==> src/shared/gpio_pkg.sv <==
// Purpose: Constants and state layout for the general purpose I/O port
// Assumes: 8-bit port, one special input-only pin, byte-wide register port
// Notes:   Register offsets are the byte addresses on the register port
package gpio_pkg;

    // ------------------------------------------------------------
    // Widths
    // ------------------------------------------------------------
    localparam int ADDR_W  = 12;
    localparam int DATA_W  = 8;
    localparam int PIN_N   = 8;

    // ------------------------------------------------------------
    // Register offsets
    // ------------------------------------------------------------
    localparam logic [ADDR_W-1:0] OFS_INPUT_THRESHOLD = 12'hf08;
    localparam logic [ADDR_W-1:0] OFS_SLEW_LIMIT      = 12'hf09;
    localparam logic [ADDR_W-1:0] OFS_OPEN_DRAIN      = 12'hf0a;
    localparam logic [ADDR_W-1:0] OFS_PULL_UP         = 12'hf0b;
    localparam logic [ADDR_W-1:0] OFS_ANALOG_SELECT   = 12'hf0c;
    localparam logic [ADDR_W-1:0] OFS_SPECIAL_THRESH  = 12'hf25;
    localparam logic [ADDR_W-1:0] OFS_SPECIAL_PULL_UP = 12'hf28;
    localparam logic [ADDR_W-1:0] OFS_RISE_ENABLE     = 12'hf30;
    localparam logic [ADDR_W-1:0] OFS_FALL_ENABLE     = 12'hf31;
    localparam logic [ADDR_W-1:0] OFS_SPECIAL_EDGE    = 12'hf32;
    localparam logic [ADDR_W-1:0] OFS_OUTPUT_LATCH    = 12'hf82;
    localparam logic [ADDR_W-1:0] OFS_DIRECTION       = 12'hf87;
    localparam logic [ADDR_W-1:0] OFS_PIN_LEVEL       = 12'hf8c;
    localparam logic [ADDR_W-1:0] OFS_SPECIAL_PORT    = 12'hf90;

    // ------------------------------------------------------------
    // Field positions
    // ------------------------------------------------------------
    localparam int SPECIAL_BIT   = 3;
    localparam int SP_RISE_BIT   = 0;
    localparam int SP_FALL_BIT   = 1;

    // ------------------------------------------------------------
    // Reset values
    // ------------------------------------------------------------
    localparam logic [DATA_W-1:0] RST_ANALOG_SELECT = 8'hff;
    localparam logic [DATA_W-1:0] RST_DIRECTION     = 8'hff;
    localparam logic [DATA_W-1:0] RST_ZERO          = 8'h00;

    // ------------------------------------------------------------
    // Whole state of the port
    // ------------------------------------------------------------
    typedef struct packed {
        logic [DATA_W-1:0] output_latch;
        logic [DATA_W-1:0] direction;
        logic [DATA_W-1:0] analog_select;
        logic [DATA_W-1:0] open_drain;
        logic [DATA_W-1:0] slew_limit;
        logic [DATA_W-1:0] input_threshold;
        logic [DATA_W-1:0] pull_up;
        logic [DATA_W-1:0] rise_en;
        logic [DATA_W-1:0] fall_en;
        logic              sp_threshold;
        logic              sp_pull_up;
        logic              sp_rise_en;
        logic              sp_fall_en;
        logic [DATA_W-1:0] st_s1;
        logic [DATA_W-1:0] st_s2;
        logic [DATA_W-1:0] ttl_s1;
        logic [DATA_W-1:0] ttl_s2;
        logic [1:0]        sp_s1;
        logic [1:0]        sp_s2;
        logic [DATA_W-1:0] level_prev;
        logic              sp_prev;
        logic [DATA_W-1:0] pin_out;
        logic [DATA_W-1:0] pin_oe_n;
        logic [DATA_W-1:0] pull_up_on;
        logic [DATA_W-1:0] slew_on;
        logic              sp_pull_up_on;
        logic [DATA_W-1:0] change_evt;
        logic              sp_change_evt;
        logic [DATA_W-1:0] rdata;
    } port_state_t;

endpackage : gpio_pkg

==> src/logic/general_purpose_io_port.sv <==
// Purpose: One 8-bit general purpose I/O port plus the special input pin
// Assumes: Pin levels arrive asynchronously; straps and peripheral
//          requests come from logic on clk
// Notes:   Pin drive, pull-up, slew and change-event outputs are registered, one cycle late
//
// How it works
// - After reset all pins undriven, direction all ones
// - Analog inputs enabled only by analog select
// - Analog select never touches digital output path
// - Analog output forces digital driver off
// - Priority: config, analog out, port
// - Direction one disables driver, zero drives latch or remap output
// - Pin level read returns pins, write latch
// - Pin level write puts the whole byte straight into latch
// - Latch holds last latch or pin-level write
// - Analog-selected pins always read zero
// - Analog select resets to analog mode
// - Open-drain bit stops driving high
// - I2C ownership forces open-drain behaviour
// - Slew-limit bit selects limited edge per pin
// - Threshold select governs reads and edge detect
// - Per-pin weak pull-up enable
// - Per-pin rising or falling change events
// - Special port exists only without reset pin
// - Special bit read-only, reads one if reset
// - Special pull-up forced on for reset, programming
// - Output latch read returns latch contents
// - Analog select disables digital input buffer
`timescale 1ns/1ps

module general_purpose_io_port
    import gpio_pkg::*;
(
    // Clock and reset
    input  wire logic                        clk,
    input  wire logic                        reset,
    // Register port
    input  wire logic [gpio_pkg::ADDR_W-1:0] addr,
    input  wire logic [gpio_pkg::DATA_W-1:0] wdata,
    input  wire logic                        wr,
    input  wire logic                        rd,
    output logic      [gpio_pkg::DATA_W-1:0] rdata,
    // Pin levels through both input thresholds
    input  wire logic [gpio_pkg::DATA_W-1:0] pin_st,
    input  wire logic [gpio_pkg::DATA_W-1:0] pin_ttl,
    input  wire logic                        special_pin_st,
    input  wire logic                        special_pin_ttl,
    // Pin drive
    output logic      [gpio_pkg::DATA_W-1:0] pin_out,
    output logic      [gpio_pkg::DATA_W-1:0] pin_oe_n,
    output logic      [gpio_pkg::DATA_W-1:0] pull_up_on,
    output logic      [gpio_pkg::DATA_W-1:0] slew_limit_on,
    output logic      [gpio_pkg::DATA_W-1:0] threshold_ttl,
    output logic                             special_pin_pull_up,
    output logic                             special_threshold_ttl,
    // Configuration straps
    input  wire logic                        external_reset_pin_enable,
    input  wire logic                        low_voltage_prog_enable,
    input  wire logic [gpio_pkg::DATA_W-1:0] config_own,
    input  wire logic [gpio_pkg::DATA_W-1:0] config_out,
    input  wire logic [gpio_pkg::DATA_W-1:0] config_oe,
    // Analog functions
    input  wire logic [gpio_pkg::DATA_W-1:0] analog_out_en,
    output logic      [gpio_pkg::DATA_W-1:0] analog_in_en,
    // Pin remap logic
    input  wire logic [gpio_pkg::DATA_W-1:0] remap_out_sel,
    input  wire logic [gpio_pkg::DATA_W-1:0] remap_out,
    input  wire logic [gpio_pkg::DATA_W-1:0] i2c_own,
    output logic      [gpio_pkg::DATA_W-1:0] digital_in,
    output logic                             special_digital_in,
    // Edge change hooks
    output logic      [gpio_pkg::DATA_W-1:0] change_evt,
    output logic                             special_change_evt
);
    import gpio_pkg::*;

    // ------------------------------------------------------------
    // State
    // ------------------------------------------------------------
    port_state_t       st_ff;
    port_state_t       nxt_st;
    logic [DATA_W-1:0] level_sel;
    logic [DATA_W-1:0] level_dig;
    logic [DATA_W-1:0] drv_val;
    logic [DATA_W-1:0] drv_oe_n;
    logic              sp_level;
    logic              sp_present;

    // ------------------------------------------------------------
    // Input and drive path per pin
    // ------------------------------------------------------------
    genvar g;
    generate
        for (g = 0; g < PIN_N; g++)
        begin : g_pin
            logic val;
            logic od;
            logic en_n;
            assign level_sel[g] = st_ff.input_threshold[g] ? st_ff.ttl_s2[g]
                                                           : st_ff.st_s2[g];
            assign level_dig[g] = st_ff.analog_select[g] ? 1'b0 : level_sel[g];

            assign val = remap_out_sel[g] ? remap_out[g] : st_ff.output_latch[g];
            assign od  = st_ff.open_drain[g] | i2c_own[g];
            assign en_n = st_ff.direction[g] | (od & val);

            always_comb
            begin
                if (config_own[g])
                begin
                    drv_val[g]  = config_out[g];
                    drv_oe_n[g] = ~config_oe[g];
                end
                else if (analog_out_en[g])
                begin
                    drv_val[g]  = 1'b0;
                    drv_oe_n[g] = 1'b1;
                end
                else
                begin
                    drv_val[g]  = val;
                    drv_oe_n[g] = en_n;
                end
            end
        end
    endgenerate

    // ------------------------------------------------------------
    // Special pin
    // ------------------------------------------------------------
    // present only with reset pin off
    assign sp_present = ~external_reset_pin_enable;
    assign sp_level   = st_ff.sp_threshold ? st_ff.sp_s2[1] : st_ff.sp_s2[0];

    // ------------------------------------------------------------
    // Next state
    // ------------------------------------------------------------
    always_comb
    begin
        nxt_st = st_ff;

        // Two-stage synchronisers; stage one feeds only stage two
        nxt_st.st_s1  = pin_st;
        nxt_st.st_s2  = st_ff.st_s1;
        nxt_st.ttl_s1 = pin_ttl;
        nxt_st.ttl_s2 = st_ff.ttl_s1;
        nxt_st.sp_s1  = {special_pin_ttl, special_pin_st};
        nxt_st.sp_s2  = st_ff.sp_s1;

        // Register writes
        if (wr)
        begin
            case (addr)
                OFS_OUTPUT_LATCH:    nxt_st.output_latch = wdata;
                OFS_PIN_LEVEL:       nxt_st.output_latch = wdata;
                OFS_DIRECTION:       nxt_st.direction = wdata;
                OFS_ANALOG_SELECT:   nxt_st.analog_select = wdata;
                OFS_OPEN_DRAIN:      nxt_st.open_drain = wdata;
                OFS_SLEW_LIMIT:      nxt_st.slew_limit = wdata;
                OFS_INPUT_THRESHOLD: nxt_st.input_threshold = wdata;
                OFS_PULL_UP:         nxt_st.pull_up = wdata;
                OFS_RISE_ENABLE:     nxt_st.rise_en = wdata;
                OFS_FALL_ENABLE:     nxt_st.fall_en = wdata;
                OFS_SPECIAL_THRESH:  nxt_st.sp_threshold = wdata[SPECIAL_BIT];
                OFS_SPECIAL_PULL_UP: nxt_st.sp_pull_up = wdata[SPECIAL_BIT];
                OFS_SPECIAL_EDGE:
                begin
                    nxt_st.sp_rise_en = wdata[SP_RISE_BIT];
                    nxt_st.sp_fall_en = wdata[SP_FALL_BIT];
                end
                default:             nxt_st.rdata = st_ff.rdata;
            endcase
        end

        // Read data valid only in the cycle after the strobe
        nxt_st.rdata = RST_ZERO;
        if (rd)
        begin
            case (addr)
                OFS_OUTPUT_LATCH:    nxt_st.rdata = st_ff.output_latch;
                OFS_PIN_LEVEL:       nxt_st.rdata = level_dig;
                OFS_DIRECTION:       nxt_st.rdata = st_ff.direction;
                OFS_ANALOG_SELECT:   nxt_st.rdata = st_ff.analog_select;
                OFS_OPEN_DRAIN:      nxt_st.rdata = st_ff.open_drain;
                OFS_SLEW_LIMIT:      nxt_st.rdata = st_ff.slew_limit;
                OFS_INPUT_THRESHOLD: nxt_st.rdata = st_ff.input_threshold;
                OFS_PULL_UP:         nxt_st.rdata = st_ff.pull_up;
                OFS_RISE_ENABLE:     nxt_st.rdata = st_ff.rise_en;
                OFS_FALL_ENABLE:     nxt_st.rdata = st_ff.fall_en;
                OFS_SPECIAL_THRESH:  nxt_st.rdata[SPECIAL_BIT] = st_ff.sp_threshold;
                OFS_SPECIAL_PULL_UP: nxt_st.rdata[SPECIAL_BIT] = st_ff.sp_pull_up;
                OFS_SPECIAL_EDGE:
                begin
                    nxt_st.rdata[SP_RISE_BIT] = st_ff.sp_rise_en;
                    nxt_st.rdata[SP_FALL_BIT] = st_ff.sp_fall_en;
                end
                OFS_SPECIAL_PORT:    nxt_st.rdata[SPECIAL_BIT] = sp_present ? sp_level : 1'b1;
                default:             nxt_st.rdata = RST_ZERO;
            endcase
        end

        // Registered pin drive
        nxt_st.pin_out    = drv_val;
        nxt_st.pin_oe_n   = drv_oe_n;
        nxt_st.pull_up_on = st_ff.pull_up;
        nxt_st.slew_on    = st_ff.slew_limit;

        // pull-up forced for reset or programming
        nxt_st.sp_pull_up_on = (external_reset_pin_enable | low_voltage_prog_enable)
                               ? 1'b1 : st_ff.sp_pull_up;

        nxt_st.level_prev = level_dig;
        nxt_st.change_evt = (level_dig & ~st_ff.level_prev & st_ff.rise_en)
                          | (~level_dig & st_ff.level_prev & st_ff.fall_en);

        // special events only when port present
        nxt_st.sp_prev       = sp_level;
        nxt_st.sp_change_evt = sp_present
                             & ((sp_level & ~st_ff.sp_prev & st_ff.sp_rise_en)
                              | (~sp_level & st_ff.sp_prev & st_ff.sp_fall_en));
    end

    // ------------------------------------------------------------
    // State register
    // ------------------------------------------------------------
    always_ff @(posedge clk or posedge reset)
    begin
        if (reset)
        begin
            // analog mode after reset
            // Pins stay inputs until software enables drivers
            st_ff <= '{analog_select: RST_ANALOG_SELECT,
                       direction:     RST_DIRECTION,
                       pin_oe_n:      RST_DIRECTION,
                       output_latch:  RST_ZERO,
                       sp_pull_up_on: 1'b1,
                       default:       '0};
        end
        else
        begin
            st_ff <= nxt_st;
        end
    end

    // ------------------------------------------------------------
    // Outputs
    // ------------------------------------------------------------
    assign rdata                 = st_ff.rdata;
    assign pin_out               = st_ff.pin_out;
    assign pin_oe_n              = st_ff.pin_oe_n;
    assign pull_up_on            = st_ff.pull_up_on;
    assign slew_limit_on         = st_ff.slew_on;
    assign threshold_ttl         = st_ff.input_threshold;
    assign special_pin_pull_up   = st_ff.sp_pull_up_on;
    assign special_threshold_ttl = st_ff.sp_threshold;
    assign analog_in_en          = st_ff.analog_select;
    assign digital_in            = level_dig;
    assign special_digital_in    = sp_present & sp_level;
    assign change_evt            = st_ff.change_evt;
    assign special_change_evt    = st_ff.sp_change_evt;

endmodule : general_purpose_io_port

==> config.mk <==
export PLATFORM = sky130hd
export DESIGN_NAME = general_purpose_io_port
export DESIGN_NICKNAME = d
export VERILOG_FILES = /design/src/shared/gpio_pkg.sv /design/src/logic/general_purpose_io_port.sv
export SDC_FILE = /design/constraint.sdc
export NUM_CORES = 1
export LEC_CHECK = 0
export BUFFER_PORTS_ARGS = -buffer_cell sky130_fd_sc_hd__buf_2
export CAP_MARGIN = 20
export CORE_MARGIN = 5
export CORE_UTILIZATION = 54
export DETAILED_ROUTE_END_ITERATION = 6
export GPL_TIMING_DRIVEN = 0
export PLACE_DENSITY_LB_ADDON = 0.12
export SLEW_MARGIN = 15
export SYNTH_ARGS = -nofsm -noshare
export SYNTH_HDL_FRONTEND = slang
export SYNTH_SLANG_ARGS = --single-unit
==> constraint.sdc <==
create_clock -name clk -period 6.5 [get_ports clk]
set_input_delay 1.3 -clock clk [delete_from_list [all_inputs] [get_ports clk]]
set_output_delay 1.3 -clock clk [all_outputs]
set_load 0.01 [all_outputs]
==> impl_results.md, run 1 <==
- Status: finished, final reports clean
- DRT Pass-1 Iters: 5
- Fraction of layout cells with a size suffix above 1: approximately 52%
- CTS tree: done
- DRT Wirelength: roughly 21000 um
- Post-DP HPWL: about 15000 um
- Flip-flop and latch area: about 0.0043 mm2
- Gpl congestion: 0.901
- Async S/R FF share, synth: 100%
- Mapped cell area: a little under 0.008 mm2
- R2r setup slk: roughly 4.9 ns
- Hold buffer count at CTS: 0
- First-pass GRT wire length: 32200 um
- Final-report hold violation count: 0
- DRT iter0 DRCs: ~400
- Cells after synthesis: between 600 and 700
- Hold Path Depth: 0
- Initial Util: a little under three fifths
- Total power: approximately 2300 uW
- Critical path data required time: slightly below 7 ns
- Global route overflow: 0
- Least-Margin Pin Slew: between 0.7 and 0.8 ns
- Ranking of synthesized cells by area: dfrtp_1, mux2_2, dfstp_2, buf_4, mux2i_1
- # setup viols final: 0
- Crit Path Category: in2reg
- Root buffer cell: clkbuf_16
- Rows: 43
- Chip Height: approximately 130 um
- Cell taking the most area after synthesis: dfrtp_1
- Met3 Use GR: approximately 5.0%
- H-tree Lvls: 4
- Main synth FF type: dfrtp_1
- Number of max-cap violations: 0
- P_leak: ~0.0047 uW
- Full die area: about 0.017 mm2
- Area delta synth->final: 22.2%
- Top cell type's share of synthesized area: approximately 47%
- # diodes: 0
- Synth unique cells: 62
- #FFs+latches synth: about 170
- Clock Latency Late Sink: ~0.42 ns
- Vias in the first global route: around 5700
- Fin nets: a little under 900
- Yosys warning count: 0
- Initial antenna violation count: 0
- Most common cell in the synthesized netlist: dfrtp_1
- Worst-case reg-to-reg path depth: 5
- Multi-input gate area: ~0.0027 mm2
- Fin. max-slew vios: 0
- WP data arrival: around 3.3 ns
- Vias per cell: 5.58
- Clock Sinks: 171
- Clock-pin slew on the worst setup and hold paths: about 0.06 ns
- Max-slew headroom: a little over half
- Via Count: roughly 5500
- PostCTS Resize Cnt: 0
- Met1 usage: a little over a third
- DRC: 0
- Pwr/cell area: between 200 and 250 mW/mm2
- Fmax: between 0.3 and 0.4 GHz
- CTS buffer count: 17
- Max Root-Sink Buffers: 2
- EDFF count, synth: 0
- Fill cell count: 1047
- Top-Level Pins: about 180
- Worst-path maximum fanout: 10
- Setup Buffers After CTS: 0
- Syn Area/Cell: 12.8 um2
- Input/output buffers: 170
- GR Util All Layers: between 20% and 30%
- Worst Skew: ~0.0079 ns
- Crit end category: flop
- Unrepaired setup endpoints after global routing: no
- Core footprint: between 0.01 and 0.015 mm2
- Ratio of final minimum period to clock period: ~45%
- Final core occ: about 68%
- Syn nets: between 700 and 800
- Min Tclk post-route: around 3.0 ns
- Pin count of the biggest net entering global routing: 95
- DR WL/cell: 21.2 um
- Hold Path Class: reg2reg
- Detail Route Antenna Nets: 0
- Max VDD drop: approximately 0.20 mV
- Grt met2 use: a little over two fifths
- Die width: around 130 um
- GRT busiest layer: met2
- Most common library cells after synthesis: dfrtp_1, buf_4, mux2_2, nand2_1, nor2_1
- Seq/Total Area, Yosys: a little under three fifths
- Critical path launch point type: primary input
-- state kept, by name (all words and copies together) (netlist names) --
register,count
pin_oe_n,8
threshold_ttl,8
special_pin_pull_up,1
slew_limit_on,8
special_change_evt,1
st_ff,70
pin_out,8
nxt_st,34
rdata,8
analog_in_en,8
special_threshold_ttl,1
change_evt,8
pull_up_on,8
-- worst paths after layout --
check	start	to
worst max-delay path	addr[1]	nxt_st[26]$_DFFE_PP0P_
worst min-delay path	nxt_st[79]$_DFF_PP0_	st_ff[79]$_DFF_PP0_
worst max register to register	threshold_ttl[2]$_DFFE_PP0P_	rdata[2]$_DFF_PP0_
worst min register to register	nxt_st[79]$_DFF_PP0_	st_ff[79]$_DFF_PP0_
max in group asynchronous	reset	st_ff[156]$_DFFE_PP1P_
min in group asynchronous	reset	pull_up_on[0]$_DFF_PP0_
-- through the flow --
stage          instance area [um2]  worst slack, ns  cells  hold WS [ns]  setup TNS, ns
4_1_cts                       9450             3.53    988         0.351              0
3_3_place_gp                  8810           -0.889    955         0.332        -127.87
3_5_place_dp                  8840             3.13    956         0.337              0
5_1_grt                       9450             3.47    988         0.354              0
6_report                      9450             3.55    988         0.350              0
2_1_floorplan                 7730            0.610    605         0.331              0
-- power breakdown --
part / total (uW) / internal, uW / switching (uW)
clock network: 1030 / 596 / 435
registers: 1100 / 1090 / 9.43
logic: 163 / 67.7 / 95.6
total: 2300 / 1760 / 540
-- metal layers --
| metal | share of wire [%] | wire length [um] | up-vias |
|---|---|---|---|
| li1 | - | - | 2484 |
| met1 | 42 | 8790 | 2750 |
| met2 | 48 | 10100 | 250 |
| met3 | 8.3 | 1730 | 26 |
| met4 | 1.5 | 318 | 0 |
| met5 | 0 | 0 | - |
-- placed cells by master (no fill, tap or decap), types with 3 or more instances in the layout --
master	count
buf_2	174
dfrtp_1	146
buf_4	80
mux2_2	66
nand2_1	37
nor2_1	37
mux2i_1	27
dfstp_2	25
clkbuf_16	17
mux2_4	16
a21oi_1	15
o21ai_0	14
nand3_1	11
a22oi_1	10
nor2b_1	9
nand3b_1	9
a31oi_1	9
o31ai_1	9
nor4_1	8
nor3b_1	5
a32oi_1	4
inv_1	3
a32o_1	3
a22o_1	3
clkbuf_1	3
inv_8	3
nand3_2	3
clkinv_4	3
inv_6	3
-- critical path, cell delays in order --
cell and delay, ns:
buf_2 0.11, buf_4 0.19, clkbuf_1 0.53, nand4_2 0.64
mux2_2 0.48
-- kinds of logic after synthesis --
logic type,after synthesis,share of synthesized area (%)
compound gates,78,6.80
buf+inv,97,9.08
flops,171,55.8
mux,112,16.9
simple gates,147,11.4
-- area by class of cell --
cell class	count	share of cell area, %
multi-input cells	337	28.8
inverters	4	0.238
well taps	180	2.38
clock buffers	19	4.79
plain buffers	93	7.27
repair buffers	171	9.30
flip-flops and latches	171	45.6
clock inverters	13	1.64
No activity file was read; power rests on OpenSTA's default activity.
==> run 2: changes to the inputs <==
==> constraint.sdc (replaced) <==
create_clock -name clk -period 3.02 [get_ports clk]
set_input_delay 0.604 -clock clk [delete_from_list [all_inputs] [get_ports clk]]
set_output_delay 0.604 -clock clk [all_outputs]
set_load 0.01 [all_outputs]
==> run 2 against run 1 <==
Net effect:
- setup slack got worse by 2.8 ns
- core utilization increased by 0.27 points
- die area unchanged
- clock skew about the same
- largest power group unchanged
- count of clock-buffer cells in the layout unchanged
- final cell count increased by 0.30%
- combinational power increased by 120%
- critical path depth unchanged
==> impl_results.md, run 2 (synthesis gave the netlist of run 1 again) <==
- Largest register FFs: 70 (unchanged)
- Commonest non-fill, non-tap cell in the layout: buf_2
- Clock Latency Late Sink: 0.43 ns (about the same)
- Power share of the clock group: 44.8% (about the same)
- Via Count: 5433 (-1.4%)
- DRT Wirelength: 20000 um (-4.5%)
- Fraction of layout cells with a size suffix above 1: 51.9% (-0.069 points)
- Status: finished, final reports clean
- GR Util All Layers: 24.3% (-1.5 points)
- CTS buffer count: 17 (unchanged)
- Pwr/cell area: 521 mW/mm2 (+110%)
- Switching share of power: 22.9% (-0.66 points)
- Most frequent cells in the layout: buf_2, dfrtp_1, buf_4, mux2_2
- Setup ws final: 0.724 ns (-2.82 ns)
- Max-slew headroom: 46.3% (-6.1 points)
- Critical path data required time: 3.33 ns (-3.48 ns)
- Placed insts: 959 (+0.31%)
- Chip Height: 130 um (unchanged)
- Max Root-Sink Buffers: 2 (unchanged)
- H-tree Lvls: 4 (unchanged)
- Unrepaired setup endpoints after global routing: no
- First-pass GRT wire length: 30700 um (-4.5%)
- R2r setup slk: 1.41 ns (-3.44 ns)
- CTS tree: done
- DRC: 0 (unchanged)
- P_int: 3810 uW (+120%)
- Initial Util: 55.5% (unchanged)
- PostCTS Resize Cnt: 0 (unchanged)
- Crit end category: flop
- Gpl congestion: 0.896 (-0.56%)
- Core footprint: 0.0139 mm2 (unchanged)
- Final-report hold violation count: 0 (unchanged)
- Hold buffer count at CTS: 0 (unchanged)
- Crit Path Category: in2reg
- Detail Route Antenna Nets: 0 (unchanged)
- # diodes: 0 (unchanged)
- # setup viols final: 0 (unchanged)
- Post-DP HPWL: 14500 um (-2.9%)
- Worst-path maximum fanout: 10 (unchanged)
- Die width: 130 um (unchanged)
- Area delta synth->final: 22.7%
- Most flop-heavy register: st_ff
- Top-Level Pins: 176 (unchanged)
- Fmax: between 0.4 and 0.5 GHz
- Number of max-cap violations: 0 (unchanged)
- Clock Sinks: 171 (unchanged)
- Full die area: 0.0168 mm2 (unchanged)
- Min Tclk post-route: around 2.3 ns
- Worst Skew: 0.00758 ns (-0.000334 ns)
- Input/output buffers: 170 (unchanged)
- Cell Count, Final, Fillers Out: 991 (+0.30%)
- Max VDD drop: 0.373 mV (+84%)
- Fin. max-slew vios: 0 (unchanged)
- Fin nets: 898 (+0.34%)
- DRT Pass-1 Iters: 4 (-1)
- Global route overflow: 0 (unchanged)
- Pre-CTS setup slack: 0.300 ns (-2.83 ns)
- Setup Buffers After CTS: 0 (unchanged)
- DRT iter0 DRCs: 341 (-15%)
- Least-Margin Pin Slew: 0.804 ns (+0.0916 ns)
- WP data arrival: 2.60 ns (-0.66 ns)
- Rows: 43 (unchanged)
- Ratio of final minimum period to clock period: 76.0%
- Clock-pin slew on the worst setup and hold paths: 0.07 ns (about the same)
- Initial antenna violation count: 1 (+1)
- Logic pwr share: 7.2% (about the same)
- Critical path launch point type: primary input
- Hold Path Class: in2reg
- Root buffer cell: clkbuf_16
- P_leak: 0.00471 uW (+0.28%)
- Vias in the first global route: 5573 (-1.7%)
- Vias per cell: 5.48 (-1.7%)
- Pin count of the biggest net entering global routing: 39 (-59%)
- Seq pwr share: 48.0% (about the same)
- DR WL/cell: 20.2 um (-4.8%)
- Psw: 1130 uW (+110%)
- Hold Slack: 0.279 ns (-0.0710 ns)
run 2: cell types whose count changed in the layout (fill, tap and decap cells not counted), sizes merged:
cell / before / now
inv: 9 / 7
buf: 260 / 263
bufinv: 2 / 3
clkinvlp: 2 / 3
run 2: metrics by stage:
step	TNS, ns	util [%]	area [um2]	power [uW]
2_1_floorplan	0	-	7730	2600
3_3_place_gp	-86.02	63.2	8810	2750
3_5_place_dp	0	63.8	8890	2770
4_1_cts	0	68.1	9490	4970
5_1_grt	0	68.1	9490	5110
6_report	0	68.1	9490	4940
run 2: cell type report:
cell class | count | area [um2]
fill | 1040 | 4450
sequential | 171 | 4310
multi-input combinational | 337 | 2720
timing repair buffer | 174 | 931
buffer | 93 | 687
clock buffer | 19 | 433
tap | 180 | 225
clock inverter | 13 | 164
inverter | 4 | 18.8
run 2: power groups by stage:
stage	clock network, uW	registers [uW]	logic, uW
CTS	2240	2370	360
floorplan	0	2410	189
global route	2350	2370	391
detailed placement	0	2410	358
global placement	0	2410	336
finish	2220	2370	356
run 2: worst max-delay path, cell delays in order:
cell and delay, ns:
buf_2 0.09, buf_4 0.19, clkbuf_1 0.57, nand4_2 0.65, mux2_2 0.48
run 2: worst paths after layout:
path | startpoint | endpoint | cells after the start
max in group asynchronous | reset | pin_oe_n[6]$_DFF_PP1_ | 5
worst min register to register | nxt_st[69]$_DFF_PP0_ | st_ff[69]$_DFF_PP0_ | 0
worst max-delay path | addr[1] | nxt_st[30]$_DFFE_PP0P_ | 5
worst min-delay path | pin_ttl[4] | nxt_st[67]$_DFF_PP0_ | 1
min in group asynchronous | reset | pull_up_on[0]$_DFF_PP0_ | 2
worst max register to register | threshold_ttl[2]$_DFFE_PP0P_ | rdata[2]$_DFF_PP0_ | 5
run 2: per-layer routing:
metal  vias up  part of all wire [%]  GRT usage (%)
met4         2                   1.3           5.81
met2       214                    49           39.7
met3        25                   6.8           5.11
met5         -                 0.065              0
li1       2476                     -              -
met1      2716                    43           33.6
==> run 3: changes to the inputs <==
--- a/config.mk
+++ b/config.mk
@@ -8,7 +8,7 @@
 export BUFFER_PORTS_ARGS = -buffer_cell sky130_fd_sc_hd__buf_2
 export CAP_MARGIN = 20
 export CORE_MARGIN = 5
-export CORE_UTILIZATION = 54
+export CORE_UTILIZATION = 49
 export DETAILED_ROUTE_END_ITERATION = 6
 export GPL_TIMING_DRIVEN = 0
 export PLACE_DENSITY_LB_ADDON = 0.12
==> constraint.sdc (replaced) <==
create_clock -name clk -period 2 [get_ports clk]
set_input_delay 0.4 -clock clk [delete_from_list [all_inputs] [get_ports clk]]
set_output_delay 0.4 -clock clk [all_outputs]
set_load 0.01 [all_outputs]
==> run 3 against run 2 <==
Net effect:
- core utilization fell by 6.5 points
- total power rose by 51%
- sequential power grew 51%
- setup slack worse by 0.68 ns
- critical endpoint is now digital_in[7]
==> impl_results.md, run 3 (synthesis gave the netlist of run 1 again) <==
- Commonest non-fill, non-tap cell in the layout: buf_2
- Least-Margin Pin Slew: 0.854 ns (+0.0506 ns)
- Hold buffer count at CTS: 0 (unchanged)
- Cells along the critical path: mux2i_4 -> nor2_4 -> buf_4 -> buf_2
- Input/output buffers: 170 (unchanged)
- Status: finished, final reports clean
- Max VDD drop: 0.536 mV (+44%)
- Multi-input gate area: 0.00276 mm2 (+1.7%)
- Fin nets: 904 (+0.67%)
- P_leak: 0.00474 uW (+0.65%)
- Critical path launch point type: flop
- Global route overflow: 0 (unchanged)
- Buf/Inv on CP: 2 (-1)
- Seq pwr share: 47.9% (about the same)
- Root buffer cell: clkbuf_16
- DRT Wirelength: 20900 um (+4.5%)
- Initial antenna violation count: 1 (unchanged)
- Clock Sinks: 171 (unchanged)
- Most flop-heavy register: st_ff
- Detail Route Antenna Nets: 0 (unchanged)
- Most frequent cells in the layout: buf_2, dfrtp_1, buf_4, mux2_2, nand2_1
- DR WL/cell: 20.2 um (+0.16%)
- Fmax: 0.510 GHz
- Slowest stage delay, CP: 0.45 ns (-0.20 ns)
- CTS tree: done
- Placed insts: 995 (+3.8%)
- Crit path depth: 4 (-1)
- Vias in the first global route: 5593 (+0.36%)
- Gpl congestion: 0.893 (-0.28%)
- Clock-pin slew on the worst setup and hold paths: 0.06 ns (about the same)
- Fill cell count: 1304 (+25%)
- Full die area: 0.0184 mm2 (+9.4%)
- CTS buffer count: 17 (unchanged)
- DRC: 0 (unchanged)
- Hold Slack: 0.0249 ns (-0.254 ns)
- Unrepaired setup endpoints after global routing: no
- H-tree Lvls: 4 (unchanged)
- First-pass GRT wire length: 32400 um (+5.5%)
- Number of max-cap violations: 0 (unchanged)
- Largest register FFs: 70 (unchanged)
- Crit Path Category: reg2out
- Clock Latency Late Sink: 0.42 ns (about the same)
- Switching share of power: 23.2% (+0.31 points)
- # setup viols final: 0 (unchanged)
- WP data arrival: 1.56 ns (-1.04 ns)
- Pwr/cell area: 776 mW/mm2 (+49%)
- Vias per cell: 5.21 (-5.1%)
- Initial Util: 49.4% (-6.1 points)
- Ratio of final minimum period to clock period: 98.0%
- Worst-path maximum fanout: 5 (-5)
- Worst Skew: 0.00508 ns (-0.00250 ns)
- Rows: 46 (+7.0%)
- Critical path data required time: 1.60 ns (-1.73 ns)
- Logic pwr share: 7.5% (+0.3 points)
- Pin count of the biggest net entering global routing: 40 (+2.6%)
- Fraction of layout cells with a size suffix above 1: 53.6% (+1.7 points)
- Critical path's top delay family: flip-flops
- Hold Path Class: in2async
- Worst-case reg-to-reg path depth: 6 (+1)
- Post-DP HPWL: 15200 um (+4.9%)
- Final-report hold violation count: 0 (unchanged)
- GR Util All Layers: 23.6% (-0.69 points)
- Crit end category: output port
- Max Root-Sink Buffers: 2 (unchanged)
- Power share of the clock group: 44.7% (about the same)
- Pre-CTS setup slack: -0.432 ns (-0.732 ns)
- P_int: 5750 uW (+51%)
- Fin. max-slew vios: 0 (unchanged)
- Area delta synth->final: 24.6%
- Slowest cell on the critical path: dfrtp_2
- DRT Pass-1 Iters: 5 (+1)
- Top-Level Pins: 176 (unchanged)
- Setup ws final: 0.0408 ns (-0.683 ns)
- Chip Height: 136 um (+4.6%)
- Die width: 136 um (+4.6%)
- Flip-flop and latch area: 0.00431 mm2 (about the same)
- DRT iter0 DRCs: 371 (+8.8%)
- Min Tclk post-route: around 2.0 ns
- Cell Count, Final, Fillers Out: 1034 (+4.3%)
- Psw: 1730 uW (+53%)
- Via Count: 5382 (-0.94%)
- Max-slew headroom: 42.9% (-3.4 points)
- Core footprint: 0.0157 mm2 (+12%)
[run 3: cell count changes in the layout (fill, tap and decap cells not counted), moves of 2 or more]
cell / previous run / this run
clkinv_4: 1 / 4
clkinv_2: 3 / 1
buf_4: 80 / 86
clkbuf_8: 0 / 3
nor2_2: 0 / 7
nor2_1: 37 / 29
[run 3: area by class of cell]
cell class	instances	area share, %
antenna	1	0.0260
buffer	93	7.13
clock buffer	21	4.88
clock inverter	11	1.39
inverter	4	0.195
multi-input combinational	337	28.7
sequential	171	44.8
tap	216	2.81
timing repair buffer	180	10.1
[run 3: through the flow]
| step | instance area [um2] | TNS (ns) | power, uW | utilization [%] |
|---|---|---|---|---|
| finish | 9630 | 0 | 7480 | 61.5 |
| global route | 9630 | 0 | 7770 | 61.5 |
| CTS | 9560 | -0.00254 | 7540 | 61.1 |
| detailed placement | 8930 | -15.77 | 4190 | 57.1 |
| global placement | 8850 | -240.33 | 4160 | 56.6 |
| floorplan | 7730 | -82.81 | 3920 | - |
[run 3: timing repair]
action,CTS,global route
setup endpoints to repair,6,14
buffers inserted,0,6
pin swaps,0,3
resized for setup,8,5
[run 3: power groups by stage]
| stage | clock [uW] | sequential, uW | combinational (uW) |
|---|---|---|---|
| final | 3340 | 3580 | 558 |
| after global routing | 3570 | 3590 | 615 |
| after CTS | 3400 | 3580 | 554 |
| after detailed placement | 0 | 3640 | 550 |
| after global placement | 0 | 3640 | 520 |
| after floorplan | 0 | 3630 | 286 |
[run 3: worst paths after layout]
kind	from	endpoint	slack (ns)
hold / removal	reset	nxt_st[79]$_DFF_PP0_	0.02
setup / recovery	threshold_ttl[7]$_DFFE_PP0P_	digital_in[7]	0.04
setup reg to reg	threshold_ttl[6]$_DFFE_PP0P_	rdata[6]$_DFF_PP0_	0.40
min in group clk	pin_ttl[5]	nxt_st[68]$_DFF_PP0_	0.08
max in group asynchronous	reset	pin_oe_n[4]$_DFF_PP1_	1.05
hold reg to reg	nxt_st[60]$_DFF_PP0_	st_ff[60]$_DFF_PP0_	0.35
[run 3: routing by layer]
| metal | wire (um) | vias to the layer above | GRT usage (%) |
|---|---|---|---|
| met1 | 9160 | 2649 | 32.7 |
| met3 | 1460 | 19 | 5.24 |
| met2 | 10100 | 216 | 38.2 |
| li1 | - | 2498 | - |
| met5 | 0 | - | 0 |
| met4 | 214 | 0 | 5.77 |
